## config.mk

```make
export PLATFORM = sky130hd
export DESIGN_NAME = ohc_device_flat
export DESIGN_NICKNAME = d
export VERILOG_FILES = /design/src/core/ohc_pkg.sv /design/src/core/ohc_link_if.sv /design/src/core/ohc_wdog.sv /design/src/core/ohc_device.sv /design/src/flat_wrapper.sv
export SDC_FILE = /design/constraint.sdc
export NUM_CORES = 1
export LEC_CHECK = 0
export BUFFER_PORTS_ARGS = -buffer_cell sky130_fd_sc_hd__buf_2
export CAP_MARGIN = 40
export CELL_PAD_IN_SITES_DETAIL_PLACEMENT = 0
export CELL_PAD_IN_SITES_GLOBAL_PLACEMENT = 2
export CORE_UTILIZATION = 40
export CTS_BUF_LIST = sky130_fd_sc_hd__clkbuf_8
export DETAILED_ROUTE_END_ITERATION = 6
export PLACE_DENSITY_LB_ADDON = 0.1
export SLEW_MARGIN = 20
export SYNTH_ARGS = -nofsm -noshare
export SYNTH_HDL_FRONTEND = slang
export SYNTH_SLANG_ARGS = --single-unit
```

## constraint.sdc

```tcl
create_clock -name clk -period 8.97 [get_ports clk]
set_input_delay 1.794 -clock clk [delete_from_list [all_inputs] [get_ports clk]]
set_output_delay 1.794 -clock clk [all_outputs]
set_load 0.1 [all_outputs]
```

## src/core/ohc_pkg.sv

```systemverilog
package ohc_pkg;
  // ----------------------------------------------------------------
  // timing
  // ----------------------------------------------------------------
  localparam int CLK_MHZ = 20;
  localparam int WD_TIMEOUT_US = 1000;
  localparam int WD_TIMEOUT_CYC = WD_TIMEOUT_US * CLK_MHZ;
  localparam int DET_SETTLE_US = 10;
  localparam int DET_SETTLE_CYC = DET_SETTLE_US * CLK_MHZ;
  localparam logic [7:0] DET_SETTLE_CNT = 8'(DET_SETTLE_CYC);
  localparam int POLL_US = 100;
  localparam int POLL_CYC = POLL_US * CLK_MHZ;
  localparam logic [10:0] POLL_LAST = 11'(POLL_CYC - 1);
  // ----------------------------------------------------------------
  // link register indices
  // ----------------------------------------------------------------
  localparam logic [3:0] LA_CTRL = 4'h0;
  localparam logic [3:0] LA_FET = 4'h1;
  localparam logic [3:0] LA_MON = 4'h2;
  localparam logic [3:0] LA_CBAL = 4'h3;
  localparam logic [3:0] LA_DEMO = 4'h4;
  localparam logic [3:0] LA_STAT = 4'h5;
  localparam logic [3:0] LA_BALOUT = 4'h6;
  // ----------------------------------------------------------------
  // link register fields
  // ----------------------------------------------------------------
  localparam int C_SCAN = 0;
  localparam int C_FET = 1;
  localparam int C_CMON = 2;
  localparam int C_LMON = 3;
  localparam int C_BAL = 4;
  localparam int C_BALON = 5;
  localparam int C_PSD = 6;
  localparam int C_OWS = 7;
  localparam logic [7:0] C_OVR_MASK = 8'h1F;
  localparam logic [7:0] C_STORE_MASK = 8'h7F;
  localparam int M_CEN = 0;
  localparam int M_LEN = 1;
  localparam int M_CCLR = 2;
  localparam int D_FCHG = 0;
  localparam int D_FDSG = 1;
  localparam int D_FCOC = 2;
  localparam int S_CHP = 0;
  localparam int S_COC = 2;
  localparam int S_SD = 4;
  localparam int S_WAIT = 5;
  localparam int S_SCAN = 6;
  localparam int S_CBTMR = 7;
  localparam logic [7:0] CTRL_RST = 8'h00;
  localparam logic [1:0] FET_RST = 2'h0;
  localparam logic [1:0] MON_RST = 2'h0;
  localparam logic [7:0] CBAL_RST = 8'h00;
  localparam logic [3:0] DEMO_RST = 4'h0;
  // ----------------------------------------------------------------
  // host bus map
  // ----------------------------------------------------------------
  localparam logic [7:0] HA_CMD = 8'h00;
  localparam logic [7:0] HA_STAT = 8'h04;
  localparam logic [7:0] HA_CFG = 8'h08;
  localparam int H_ADDR_LSB = 8;
  localparam int H_WR = 12;
  localparam int HC_POLL = 0;
  localparam int HC_ACLR = 1;
  localparam logic [1:0] CFG_RST = 2'h0;
  typedef enum logic [1:0] {WD_IDLE, WD_RUN, WD_WAIT} ohc_wd_t;
  typedef enum logic {H_IDLE, H_REQ} ohc_host_t;
  typedef enum logic [1:0] {SRC_SW, SRC_POLL, SRC_CLR} ohc_src_t;
endpackage

```

## src/core/ohc_link_if.sv

```systemverilog
`timescale 1ns/10ps
interface ohc_link_if (
  input wire logic clk
);
  logic req;
  logic we;
  logic [3:0] addr;
  logic [7:0] wdata;
  logic ack;
  logic [7:0] rdata;
  modport dev (input req, input we, input addr, input wdata,
               output ack, output rdata);
  modport host (output req, output we, output addr, output wdata,
                input ack, input rdata);
endinterface

```

## src/core/ohc_wdog.sv

```systemverilog
`timescale 1ns/10ps
module ohc_wdog #(
  parameter int unsigned CYC = 20000
) (
  input wire logic clk,
  input wire logic rst,
  input wire logic run,
  input wire logic kick,
  output logic expire
);
  localparam int W = $clog2(CYC + 1);
  localparam logic [W-1:0] LAST = W'(CYC - 1);
  logic [W-1:0] cnt_reg;

  // a kick in the same cycle as the last count wins, so no expiry
  // can race a transaction that is being served
  always_ff @(posedge clk or posedge rst) begin
    if (rst) begin
      cnt_reg <= '0;
    end else if (!run || kick) begin
      cnt_reg <= '0;
    end else if (cnt_reg != LAST) begin
      cnt_reg <= cnt_reg + 1'b1;
    end
  end

  assign expire = run && !kick && (cnt_reg == LAST);
endmodule

```

## src/core/ohc_device.sv

```systemverilog
`timescale 1ns/10ps
// ------------------------------------------------------------------
// ------------------------------------------------------------------
module ohc_device #(
  parameter int unsigned WD_CYC = ohc_pkg::WD_TIMEOUT_CYC
) (
  input wire logic clk,
  input wire logic rst,
  ohc_link_if.dev link,
  input wire logic [1:0] oc_event,
  input wire logic sc_event,
  input wire logic chg_current,
  input wire logic dsg_current,
  input wire logic [1:0] sense_pin,
  input wire logic other_error,
  input wire logic cb_during_charge,
  input wire logic [1:0] auto_fet,
  input wire logic [7:0] auto_balance,
  output logic scan_enable,
  output logic oc_monitor_enable,
  output logic [1:0] fet_drive,
  output logic [1:0] detect_enable,
  output logic pack_shutdown_output,
  output logic open_wire_start,
  output logic [7:0] balance_out,
  output logic balance_timer_enable,
  output logic wake_normal,
  output logic chg_dir,
  output logic dsg_dir,
  output logic shutdown_indicator
);
  import ohc_pkg::*;

  logic ack_reg;
  logic [7:0] rdata_reg;
  logic [7:0] ctrl_reg;
  logic [1:0] fet_reg;
  logic [1:0] mon_reg;
  logic [7:0] cbal_reg;
  logic [3:0] demo_reg;
  ohc_wd_t wd_reg;
  logic take;
  logic wr;
  logic expire;
  logic forced;
  logic no_current;
  logic any_ovr;
  logic [1:0] mon_ovr;
  logic [1:0] flag;
  logic [1:0] det_on;
  logic [1:0] sense_meta;
  logic [1:0] sense_sync;
  logic [7:0] stat;
  logic [7:0] rd_val;
  logic [7:0] bal_next;
  logic bal_ok;

  function automatic logic hit(input logic t, input logic [3:0] a,
                               input logic [3:0] b);
    return t && (a == b);
  endfunction

  assign take = link.req && !ack_reg;
  assign wr = take && link.we;
  assign forced = demo_reg[D_FCHG] | demo_reg[D_FDSG];
  assign no_current = !chg_current && !dsg_current;
  assign any_ovr = |(ctrl_reg & C_OVR_MASK);
  assign mon_ovr = ctrl_reg[C_LMON:C_CMON];
  assign link.ack = ack_reg;
  assign link.rdata = rdata_reg;

  // ----------------------------------------------------------------
  // link slave
  // ----------------------------------------------------------------
  assign stat = {balance_timer_enable, scan_enable, wd_reg == WD_WAIT,
                 shutdown_indicator, flag, sense_sync};

  always_comb begin
    case (link.addr)
      LA_CTRL: rd_val = ctrl_reg;
      LA_FET: rd_val = {6'h00, fet_reg};
      LA_MON: rd_val = {6'h00, mon_reg};
      LA_CBAL: rd_val = cbal_reg;
      LA_DEMO: rd_val = {4'h0, demo_reg};
      LA_STAT: rd_val = stat;
      LA_BALOUT: rd_val = balance_out;
      default: rd_val = 8'h00;
    endcase
  end

  always_ff @(posedge clk or posedge rst) begin
    if (rst) begin
      ack_reg <= 1'b0;
      rdata_reg <= 8'h00;
    end else begin
      ack_reg <= take;
      if (take) begin
        rdata_reg <= rd_val;
      end
    end
  end

  // ----------------------------------------------------------------
  // host-written control
  // ----------------------------------------------------------------
  always_ff @(posedge clk or posedge rst) begin
    if (rst) begin
      ctrl_reg <= CTRL_RST;
    end else if (hit(wr, link.addr, LA_CTRL)) begin
      ctrl_reg <= link.wdata & C_STORE_MASK;
    end else if (expire) begin
      ctrl_reg <= ctrl_reg & ~C_OVR_MASK;
    end
  end

  // writes are dropped unless the host owns the FETs
  always_ff @(posedge clk or posedge rst) begin
    if (rst) begin
      fet_reg <= FET_RST;
    end else if (hit(wr, link.addr, LA_FET) && ctrl_reg[C_FET]) begin
      fet_reg <= link.wdata[1:0];
    end
  end

  always_ff @(posedge clk or posedge rst) begin
    if (rst) begin
      mon_reg <= MON_RST;
      cbal_reg <= CBAL_RST;
      demo_reg <= DEMO_RST;
    end else begin
      if (hit(wr, link.addr, LA_MON)) begin
        mon_reg <= link.wdata[M_LEN:M_CEN];
      end
      if (hit(wr, link.addr, LA_CBAL)) begin
        cbal_reg <= link.wdata;
      end
      if (hit(wr, link.addr, LA_DEMO)) begin
        demo_reg <= link.wdata[3:0];
      end
    end
  end

  // ----------------------------------------------------------------
  // communication watchdog
  // ----------------------------------------------------------------
  always_ff @(posedge clk or posedge rst) begin
    if (rst) begin
      wd_reg <= WD_IDLE;
    end else begin
      case (wd_reg)
        WD_IDLE: begin
          if (any_ovr) begin
            wd_reg <= WD_RUN;
          end
        end
        WD_RUN: begin
          if (expire) begin
            wd_reg <= WD_WAIT;
          end else if (!any_ovr) begin
            wd_reg <= WD_IDLE;
          end
        end
        WD_WAIT: begin
          if (take) begin
            wd_reg <= WD_IDLE;
          end
        end
        default: wd_reg <= WD_IDLE;
      endcase
    end
  end

  // every served transaction restarts the count
  ohc_wdog #(
    .CYC(WD_CYC)
  ) u_wdog (
    .clk(clk),
    .rst(rst),
    .run(wd_reg == WD_RUN),
    .kick(take),
    .expire(expire)
  );

  // ----------------------------------------------------------------
  // overcurrent flags and recovery detection
  // ----------------------------------------------------------------
  always_ff @(posedge clk or posedge rst) begin
    if (rst) begin
      sense_meta <= 2'b00;
      sense_sync <= 2'b00;
    end else begin
      sense_meta <= sense_pin;
      sense_sync <= sense_meta;
    end
  end

  genvar gi;
  generate
    for (gi = 0; gi < 2; gi++) begin : g_flt
      logic flag_reg;
      logic [7:0] cnt_reg;
      logic evt;
      logic done;
      logic clr;

      // real events only count when no direction is being forced
      assign evt = (oc_event[gi] | (sc_event & (gi == 1))) & !forced;
      assign done = cnt_reg == DET_SETTLE_CNT;
      assign det_on[gi] = flag_reg && !mon_ovr[gi] && no_current;
      // without the monitor override, a present load or charger holds the fault indefinitely
      assign clr = mon_ovr[gi]
                 ? hit(wr, link.addr, LA_MON) && link.wdata[M_CCLR + gi]
                 : det_on[gi] && done && !sense_sync[gi];

      always_ff @(posedge clk or posedge rst) begin
        if (rst) begin
          cnt_reg <= 8'h00;
        end else if (!det_on[gi] || clr) begin
          cnt_reg <= 8'h00;
        end else if (!done) begin
          cnt_reg <= cnt_reg + 8'h01;
        end
      end

      // the test level sits below the clear, so it re-fires next cycle
      always_ff @(posedge clk or posedge rst) begin
        if (rst) begin
          flag_reg <= 1'b0;
        end else if (evt) begin
          flag_reg <= 1'b1;
        end else if (clr) begin
          flag_reg <= 1'b0;
        end else if (demo_reg[D_FCOC + gi]) begin
          flag_reg <= 1'b1;
        end
      end

      assign flag[gi] = flag_reg;
    end
  endgenerate

  // ----------------------------------------------------------------
  // balancing
  // ----------------------------------------------------------------
  always_comb begin
    bal_ok = !other_error && !(|flag)
           && !(cb_during_charge && !(chg_current || demo_reg[D_FCHG]));
    if (!bal_ok) begin
      bal_next = 8'h00;
    end else if (ctrl_reg[C_BAL]) begin
      bal_next = ctrl_reg[C_BALON] ? cbal_reg : 8'h00;
    end else if (wd_reg == WD_WAIT || ctrl_reg[C_SCAN]) begin
      bal_next = 8'h00;
    end else begin
      bal_next = auto_balance;
    end
  end

  // ----------------------------------------------------------------
  // outputs
  // ----------------------------------------------------------------
  always_ff @(posedge clk or posedge rst) begin
    if (rst) begin
      scan_enable <= 1'b0;
      oc_monitor_enable <= 1'b0;
      fet_drive <= 2'b00;
      detect_enable <= 2'b00;
      pack_shutdown_output <= 1'b0;
      open_wire_start <= 1'b0;
      balance_out <= 8'h00;
      balance_timer_enable <= 1'b0;
      wake_normal <= 1'b0;
      chg_dir <= 1'b0;
      dsg_dir <= 1'b0;
      shutdown_indicator <= 1'b0;
    end else begin
      scan_enable <= !ctrl_reg[C_SCAN] && wd_reg != WD_WAIT;
      oc_monitor_enable <= !forced;
      fet_drive <= ctrl_reg[C_FET] ? fet_reg
                                   : auto_fet & ~flag;
      detect_enable <= (mon_ovr & mon_reg) | (~mon_ovr & det_on);
      pack_shutdown_output <= ctrl_reg[C_PSD];
      open_wire_start <= hit(wr, link.addr, LA_CTRL)
                         && link.wdata[C_OWS];
      balance_out <= bal_next;
      balance_timer_enable <= !ctrl_reg[C_BAL];
      wake_normal <= demo_reg[D_FCHG];
      chg_dir <= chg_current || demo_reg[D_FCHG];
      dsg_dir <= dsg_current || demo_reg[D_FDSG];
      shutdown_indicator <= |flag;
    end
  end
endmodule

```

## src/flat_wrapper.sv

```systemverilog
// flat-port wrapper written by rule: the top's interface ports become plain ports
module ohc_device_flat import ohc_pkg::*;
#(
  parameter int unsigned WD_CYC = ohc_pkg::WD_TIMEOUT_CYC
)
  (clk, rst, oc_event, sc_event, chg_current, dsg_current, sense_pin, other_error, cb_during_charge, auto_fet, auto_balance, scan_enable, oc_monitor_enable, fet_drive, detect_enable, pack_shutdown_output, open_wire_start, balance_out, balance_timer_enable, wake_normal, chg_dir, dsg_dir, shutdown_indicator, link_req, link_we, link_addr, link_wdata, link_ack, link_rdata);
  ohc_link_if link_i (.clk(clk));
  input wire logic clk;
  input wire logic rst;
  input wire logic [1:0] oc_event;
  input wire logic sc_event;
  input wire logic chg_current;
  input wire logic dsg_current;
  input wire logic [1:0] sense_pin;
  input wire logic other_error;
  input wire logic cb_during_charge;
  input wire logic [1:0] auto_fet;
  input wire logic [7:0] auto_balance;
  output logic scan_enable;
  output logic oc_monitor_enable;
  output logic [1:0] fet_drive;
  output logic [1:0] detect_enable;
  output logic pack_shutdown_output;
  output logic open_wire_start;
  output logic [7:0] balance_out;
  output logic balance_timer_enable;
  output logic wake_normal;
  output logic chg_dir;
  output logic dsg_dir;
  output logic shutdown_indicator;
  input wire logic [$bits(link_i.req)-1:0] link_req;
  input wire logic [$bits(link_i.we)-1:0] link_we;
  input wire logic [$bits(link_i.addr)-1:0] link_addr;
  input wire logic [$bits(link_i.wdata)-1:0] link_wdata;
  output wire logic [$bits(link_i.ack)-1:0] link_ack;
  output wire logic [$bits(link_i.rdata)-1:0] link_rdata;
  assign link_i.req = link_req;
  assign link_i.we = link_we;
  assign link_i.addr = link_addr;
  assign link_i.wdata = link_wdata;
  assign link_ack = link_i.ack;
  assign link_rdata = link_i.rdata;
  ohc_device #(.WD_CYC(WD_CYC)) u_core (.clk(clk), .rst(rst), .link(link_i), .oc_event(oc_event), .sc_event(sc_event), .chg_current(chg_current), .dsg_current(dsg_current), .sense_pin(sense_pin), .other_error(other_error), .cb_during_charge(cb_during_charge), .auto_fet(auto_fet), .auto_balance(auto_balance), .scan_enable(scan_enable), .oc_monitor_enable(oc_monitor_enable), .fet_drive(fet_drive), .detect_enable(detect_enable), .pack_shutdown_output(pack_shutdown_output), .open_wire_start(open_wire_start), .balance_out(balance_out), .balance_timer_enable(balance_timer_enable), .wake_normal(wake_normal), .chg_dir(chg_dir), .dsg_dir(dsg_dir), .shutdown_indicator(shutdown_indicator));
endmodule
```

# After elaboration in Yosys (flattened, before gate mapping)

Cells that the tools add are included.

Add/sub/neg operators: 3
Equality and inequality tests: 18
Multiplexer cells: 27
Bitwise logic cells: 10
Reduce and logical (&&, ||, !) cells: 59

Operator list:

| cell                                                                   | number |
|---|---|
| 8-bit two-way mux                                                      | 9 |
| 8-bit case mux with 7 select lines                                     | 1 |
| 15-bit two-way mux                                                     | 2 |
| 1-bit logical AND                                                      | 26 |
| 1-bit zero test                                                        | 18 |
| 8-bit by 1-bit adder with 8-bit output (second input constant)         | 2 |
| 8-bit equality test (second input constant)                            | 2 |
| 15-bit by 1-bit adder with 15-bit output (second input constant)       | 1 |
| 15-bit equality test (second input constant)                           | 1 |
| 15-bit != test (second input constant)                                 | 1 |
| 4-bit by 3-bit equality test with 1-bit output (second input constant) | 3 |
| 2-bit two-way mux                                                      | 5 |
| 4-bit by 2-bit equality test with 1-bit output (second input constant) | 2 |
| 1-bit two-way mux                                                      | 8 |
| 2-bit bitwise AND                                                      | 3 |
| 1-bit logical OR                                                       | 6 |
| 2-bit != test (second input constant)                                  | 3 |
| 2-bit case mux with 3 select lines                                     | 1 |
| 3-bit nonzero test                                                     | 2 |
| 5-bit two-way mux                                                      | 1 |
| 5-bit OR reduction                                                     | 1 |
| 4-bit by 1-bit equality test with 1-bit output (second input constant) | 1 |
| 4-bit zero test                                                        | 1 |
| 2-bit by 1-bit != test with 1-bit output (second input constant)       | 2 |
| other kinds (11)                                                       | 15 |

Flip-flop bits (word level): 93
Bits of input ports: 35
Output and inout bits: 30
Word-level logic and storage cells: 145

# Depth between registers and ports, before layout

Word-level depth: 8
Gate-level depth with buffers: 6

# Hierarchy

From an unflattened synthesis, not the netlist that was laid out.

Cell total of the unflattened synthesis: 377
Area, all modules: 4304.1 sq um

By module, submodules not included:

| module     | times used | cells each | area an instance (sq um) | sequential area each (sq um) |
|---|---|---|---|---|
| ohc_device | 1          | 289        | 3458.3                   | 1926.8 |
| ohc_wdog   | 1          | 88         | 845.8                    | 375.4 |

# Worst setup path before layout

OpenSTA, ideal clock, no wires.

Path kind: in2reg
Start point: in link_addr[3]
End point: reg u_core.g_flt[1].cnt_reg[0]
Setup time: 133 ps
Data arrival time: 2781 ps
Path slack: 6056 ps
Cell stages on the path: 5
Path buffers: 1
Cell sequence: buf_2 nor4b_4 nand2_1 o221ai_2 nor2_1

Longest elaborated chain between the ends: 6
Elaborated cells between the ends (all ways): 7
Classes of those cells: eq/ne (2); mux (2); reduce/logical (3)

Ends and longest elaborated chain:

| item                                                                | line               | RTL |
|---|---|---|
| from (decl)                                                         | flat_wrapper.sv:33 | `input wire logic [$bits(link_i.addr)-1:0] link_addr;` |
| 4-bit by 2-bit equality test with 1-bit output (*)                  | ohc_device.sv:60   | `return t && (a == b);` |
| 1-bit logical AND (*)                                               | ohc_device.sv:60   |  |
| 1-bit logical AND (*)                                               | ohc_device.sv:212  | `? hit(wr, link.addr, LA_MON) && link.wdata[M_CCLR + gi]` |
| 1-bit two-way mux (*)                                               | ohc_device.sv:212  |  |
| 1-bit logical OR (*)                                                | ohc_device.sv:218  | `end else if (!det_on[gi] \|\| clr) begin` |
| 2-bit != test (no line) / 8-bit two-way mux (equally long branches) | n/a                |  |
| to (signal assigned)                                                | ohc_device.sv:221  | `cnt_reg <= cnt_reg + 8'h01;` |
| to (decl)                                                           | ohc_device.sv:201  | `logic [7:0] cnt_reg;` |

Every way passes the cells marked *; elsewhere a longest branch is shown, timed or not.
A chain may end at the register's enable or synchronous reset.

# Worst setup path after layout

Start point: in link_req
End point: reg u_core.u_wdog.cnt_reg[14]

Longest elaborated chain between the ends: 3
Elaborated cells between the ends (all ways): 4
Classes of those cells: mux (1); reduce/logical (3)

Ends and longest elaborated chain:

| item                                                            | line               | RTL |
|---|---|---|
| from (decl)                                                     | flat_wrapper.sv:31 | `input wire logic [$bits(link_i.req)-1:0] link_req;` |
| 1-bit logical AND (*)                                           | ohc_device.sv:63   | `assign take = link.req && !ack_reg;` |
| 1-bit logical OR (*)                                            | ohc_wdog.sv:20     | `end else if (!run \|\| kick) begin` |
| 15-bit two-way mux / 2-bit nonzero test (equally long branches) | n/a                |  |
| to (signal assigned)                                            | ohc_wdog.sv:23     | `cnt_reg <= cnt_reg + 1'b1;` |
| to (decl)                                                       | ohc_wdog.sv:13     | `logic [W-1:0] cnt_reg;` |

Marked as above.

==> results.sh <==
export IMPL_hpwl_um=7430
export IMPL_fin_util_pct=48.3
export IMPL_grt_use_met1_pct=30.4
export IMPL_yosys_area_share_adder_pct=1.44
export IMPL_overflow=0
export IMPL_async_flop_share_pct=100
export IMPL_pin_count=65
export IMPL_gr_max_usage_layer="met1"
export IMPL_fin_crit_sh_pct=33.9
export IMPL_ant_nets=0
export IMPL_fin_cells=605
export IMPL_antenna_cells=0
export IMPL_clock_sinks=92
export IMPL_dr_pass1_iters=4
export IMPL_seq_area_sq_um=2300
export IMPL_hold_buffers=0
export IMPL_post_drt_wl_per_cell_um=17.3
export IMPL_drc=0
export IMPL_syn_num_nets=440
export IMPL_nFillCells=1030
export IMPL_synth_top_family_by_area="simple AND/OR/NAND/NOR gates"
export IMPL_clock_fmax_mhz=329
export IMPL_synth_area_leaders="dfrtp_1 (53%), nand2_1 (4.2%), nor2_1 (3.8%), mux2_2 (3.6%), xor2_1 (3.2%)"
export IMPL_synth_compound_area_share_pct=11.6
export IMPL_seqPwrFrac_pct=48.7
export IMPL_drive_above_1_share_pct=25.6
export IMPL_swShare_pct=31.8
export IMPL_ys_seq_area_share_pct=52.9
export IMPL_floorplan_initialDensity_pct=41.8
export IMPL_grt_antenna_before_repair=0
export IMPL_final_hold_violation_count=0
export IMPL_viasPerCell=5.32
export IMPL_drt_iter0_markers=141
export IMPL_dp_cells=588
export IMPL_ys_dominant_reg_cell="dfrtp_1"
export IMPL_cts_tree="yes"
export IMPL_timing_worst_setup_path_type="input pin to register"
export IMPL_grt_pass1_wl_um=17200
export IMPL_multi_input_area_sq_um=1910
export IMPL_grt_start_max_net_pins=59
export IMPL_synth_area_mux_share_pct=5.72
export IMPL_cts_resized_gates=0
export IMPL_gp_congestion=0.744
export IMPL_vias=3221
export IMPL_synth_most_common_cell="dfrtp_1"
export IMPL_setup_violations=0
export IMPL_slew_viol_final=0
export IMPL_fin_crit_ns=3.04
export IMPL_htree_levels=3
export IMPL_intPower_mw=0.671
export IMPL_syn_inst=400
export IMPL_insertion_delay_ns=0.36
export IMPL_p_comb_share_pct=18.0
export IMPL_synth_xor_area_share_pct=3.62
export IMPL_yosys_area_share_simple_pct=21.6
export IMPL_outcome="finished, final reports clean"
export IMPL_syn_avg_cell_area_sq_um=10.9
export IMPL_grt_usage_pct=19.8
export IMPL_switchingPower_mw=0.313
export IMPL_core_area_sq_um=10400
export IMPL_arrival_ns=3.34
export IMPL_largest_register_ffs=16
export IMPL_ys_ff_latch=92
export IMPL_routed_wl_um=10500
export IMPL_crit_fanout=15
export IMPL_peakVddDrop_mv=0.105
export IMPL_hold_path_class="register to register"
export IMPL_postCtsSetupBuffers=0
export IMPL_power_leakage_nw=2.31
export IMPL_cp_start_kind="input pin"
export IMPL_worst_pin_slew_ns=0.655
export IMPL_rows=37
export IMPL_ys_warn_count=0
export IMPL_io_buffers=64
export IMPL_powerDensity_nw_per_um2=196
export IMPL_syn2layout_area_growth_pct=15.4
export IMPL_synth_common_cells="dfrtp_1 (92), nand2_1 (49), nor2_1 (44)"
export IMPL_root_buffer="clkbuf_8"
export IMPL_tns_ns=0
export IMPL_cts_buffer_depth=2
export IMPL_die_area_sq_um=11300
export IMPL_finClkSkew_ns=0.0140
export IMPL_synth_edf_count=0
export IMPL_slew_headroom_pct=56.2
export IMPL_clk_pin_slew_ns=0.10
export IMPL_die_x_um=106
export IMPL_p_clk_share_pct=33.3
export IMPL_rrSetupSlack_ns=7.04
export IMPL_yosys_area_top_type_share_pct=52.9
export IMPL_worstPathRequired_ns=9.27
export IMPL_grt_util_met2_pct=28.0
export IMPL_global_route_usage_met3_pct=4.23
export IMPL_die_y_um=106
export IMPL_cap_violations=0
export IMPL_finalPower_mw=0.984
export IMPL_whs_ns=0.354
export IMPL_grt_pass1_vias=3187
export IMPL_numCtsBuffers=9
export IMPL_final_nets=504
export IMPL_rsz0062_at_grt="no"
export IMPL_yosys_cell_types_count=62
export IMPL_setup_worst_path_end_class="register"
export IMPL_yosysTopAreaCell="dfrtp_1"
export IMPL_syn_area_sq_um=4350
==> final timing paths <==
| path | from | end | cells past startpoint |
|---|---|---|---|
| worst min-delay path | u_core.sense_meta[0] | u_core.sense_sync[0] | 0 |
| worst max register to register | u_core.link.ack | u_core.u_wdog.cnt_reg[14] | 4 |
| max in group asynchronous | rst | u_core.fet_reg[0] | 4 |
| worst min register to register | u_core.sense_meta[0] | u_core.sense_sync[0] | 0 |
| min in group asynchronous | rst | u_core.g_flt[1].cnt_reg[6] | 2 |
| worst max-delay path | link_req | u_core.u_wdog.cnt_reg[14] | 5 |
==> critical path: stages <==
cell and delay, ns:
buf_2 0.10, nand2b_1 0.34, nand2_1 0.43, or4_1 0.59
o21ai_0 0.08
==> metrics by stage <==
stage	cell area (sq um)	setup slack, ns
after detailed placement	4760	5.49
after global placement	4760	5.50
final	5030	5.93
after floorplan	4350	4.78
after global routing	5030	5.77
after CTS	5000	5.90
==> power by group through the flow <==
stage / Clock (mW) / Sequential [mW] / Combinational [mW]
CTS: 0.336 / 0.479 / 0.177
global placement: 0 / 0.487 / 0.174
finish: 0.328 / 0.479 / 0.177
detailed placement: 0 / 0.487 / 0.177
global route: 0.352 / 0.484 / 0.192
floorplan: 0 / 0.535 / 0.0777
==> final cells by class <==
class | count | area share, %
clock buffers | 11 | 3.01
clock inverters | 5 | 1.64
inverters | 12 | 0.921
multi-input cells | 282 | 38.1
flip-flops and latches | 92 | 45.8
well taps | 136 | 3.39
repair buffers | 67 | 7.17
==> layout by cell type, fill, tap and decap left out, types with 5 or more instances in the layout <==
master | Yosys | final
nand3_1 | 14 | 14
nand2_1 | 49 | 49
a22o_1 | 10 | 10
a21oi_1 | 8 | 8
o21ai_0 | 15 | 15
mux2_2 | 14 | 14
inv_1 | 12 | 11
nor2b_1 | 6 | 6
ha_1 | 5 | 5
nand4_1 | 5 | 5
a22oi_1 | 11 | 11
clkbuf_8 | 0 | 11
and3_1 | 6 | 6
nor2_1 | 44 | 44
buf_2 | 3 | 65
nor3_1 | 5 | 5
dfrtp_1 | 92 | 92
xor2_1 | 16 | 16
==> kinds of logic (layout without fill, tap and decap cells) <==
kind of cell,Yosys count,count (layout)
XOR/XNOR,18,18
adder cells (fa/ha/maj),5,5
flip-flops,92,92
buffers and inverters,26,95
AND/OR/NAND/NOR,169,169
AO/OA/AOI/OAI,69,69
multiplexers,21,21
==> metal layers <==
layer	routed length (um)	vias to the layer above	share of wire [%]
met5	0	-	0
met3	415	6	4.0
li1	-	1553	-
met1	5330	1598	51
met2	4650	64	44
met4	82	0	0.78
Power figures use the tool's default switching activity.
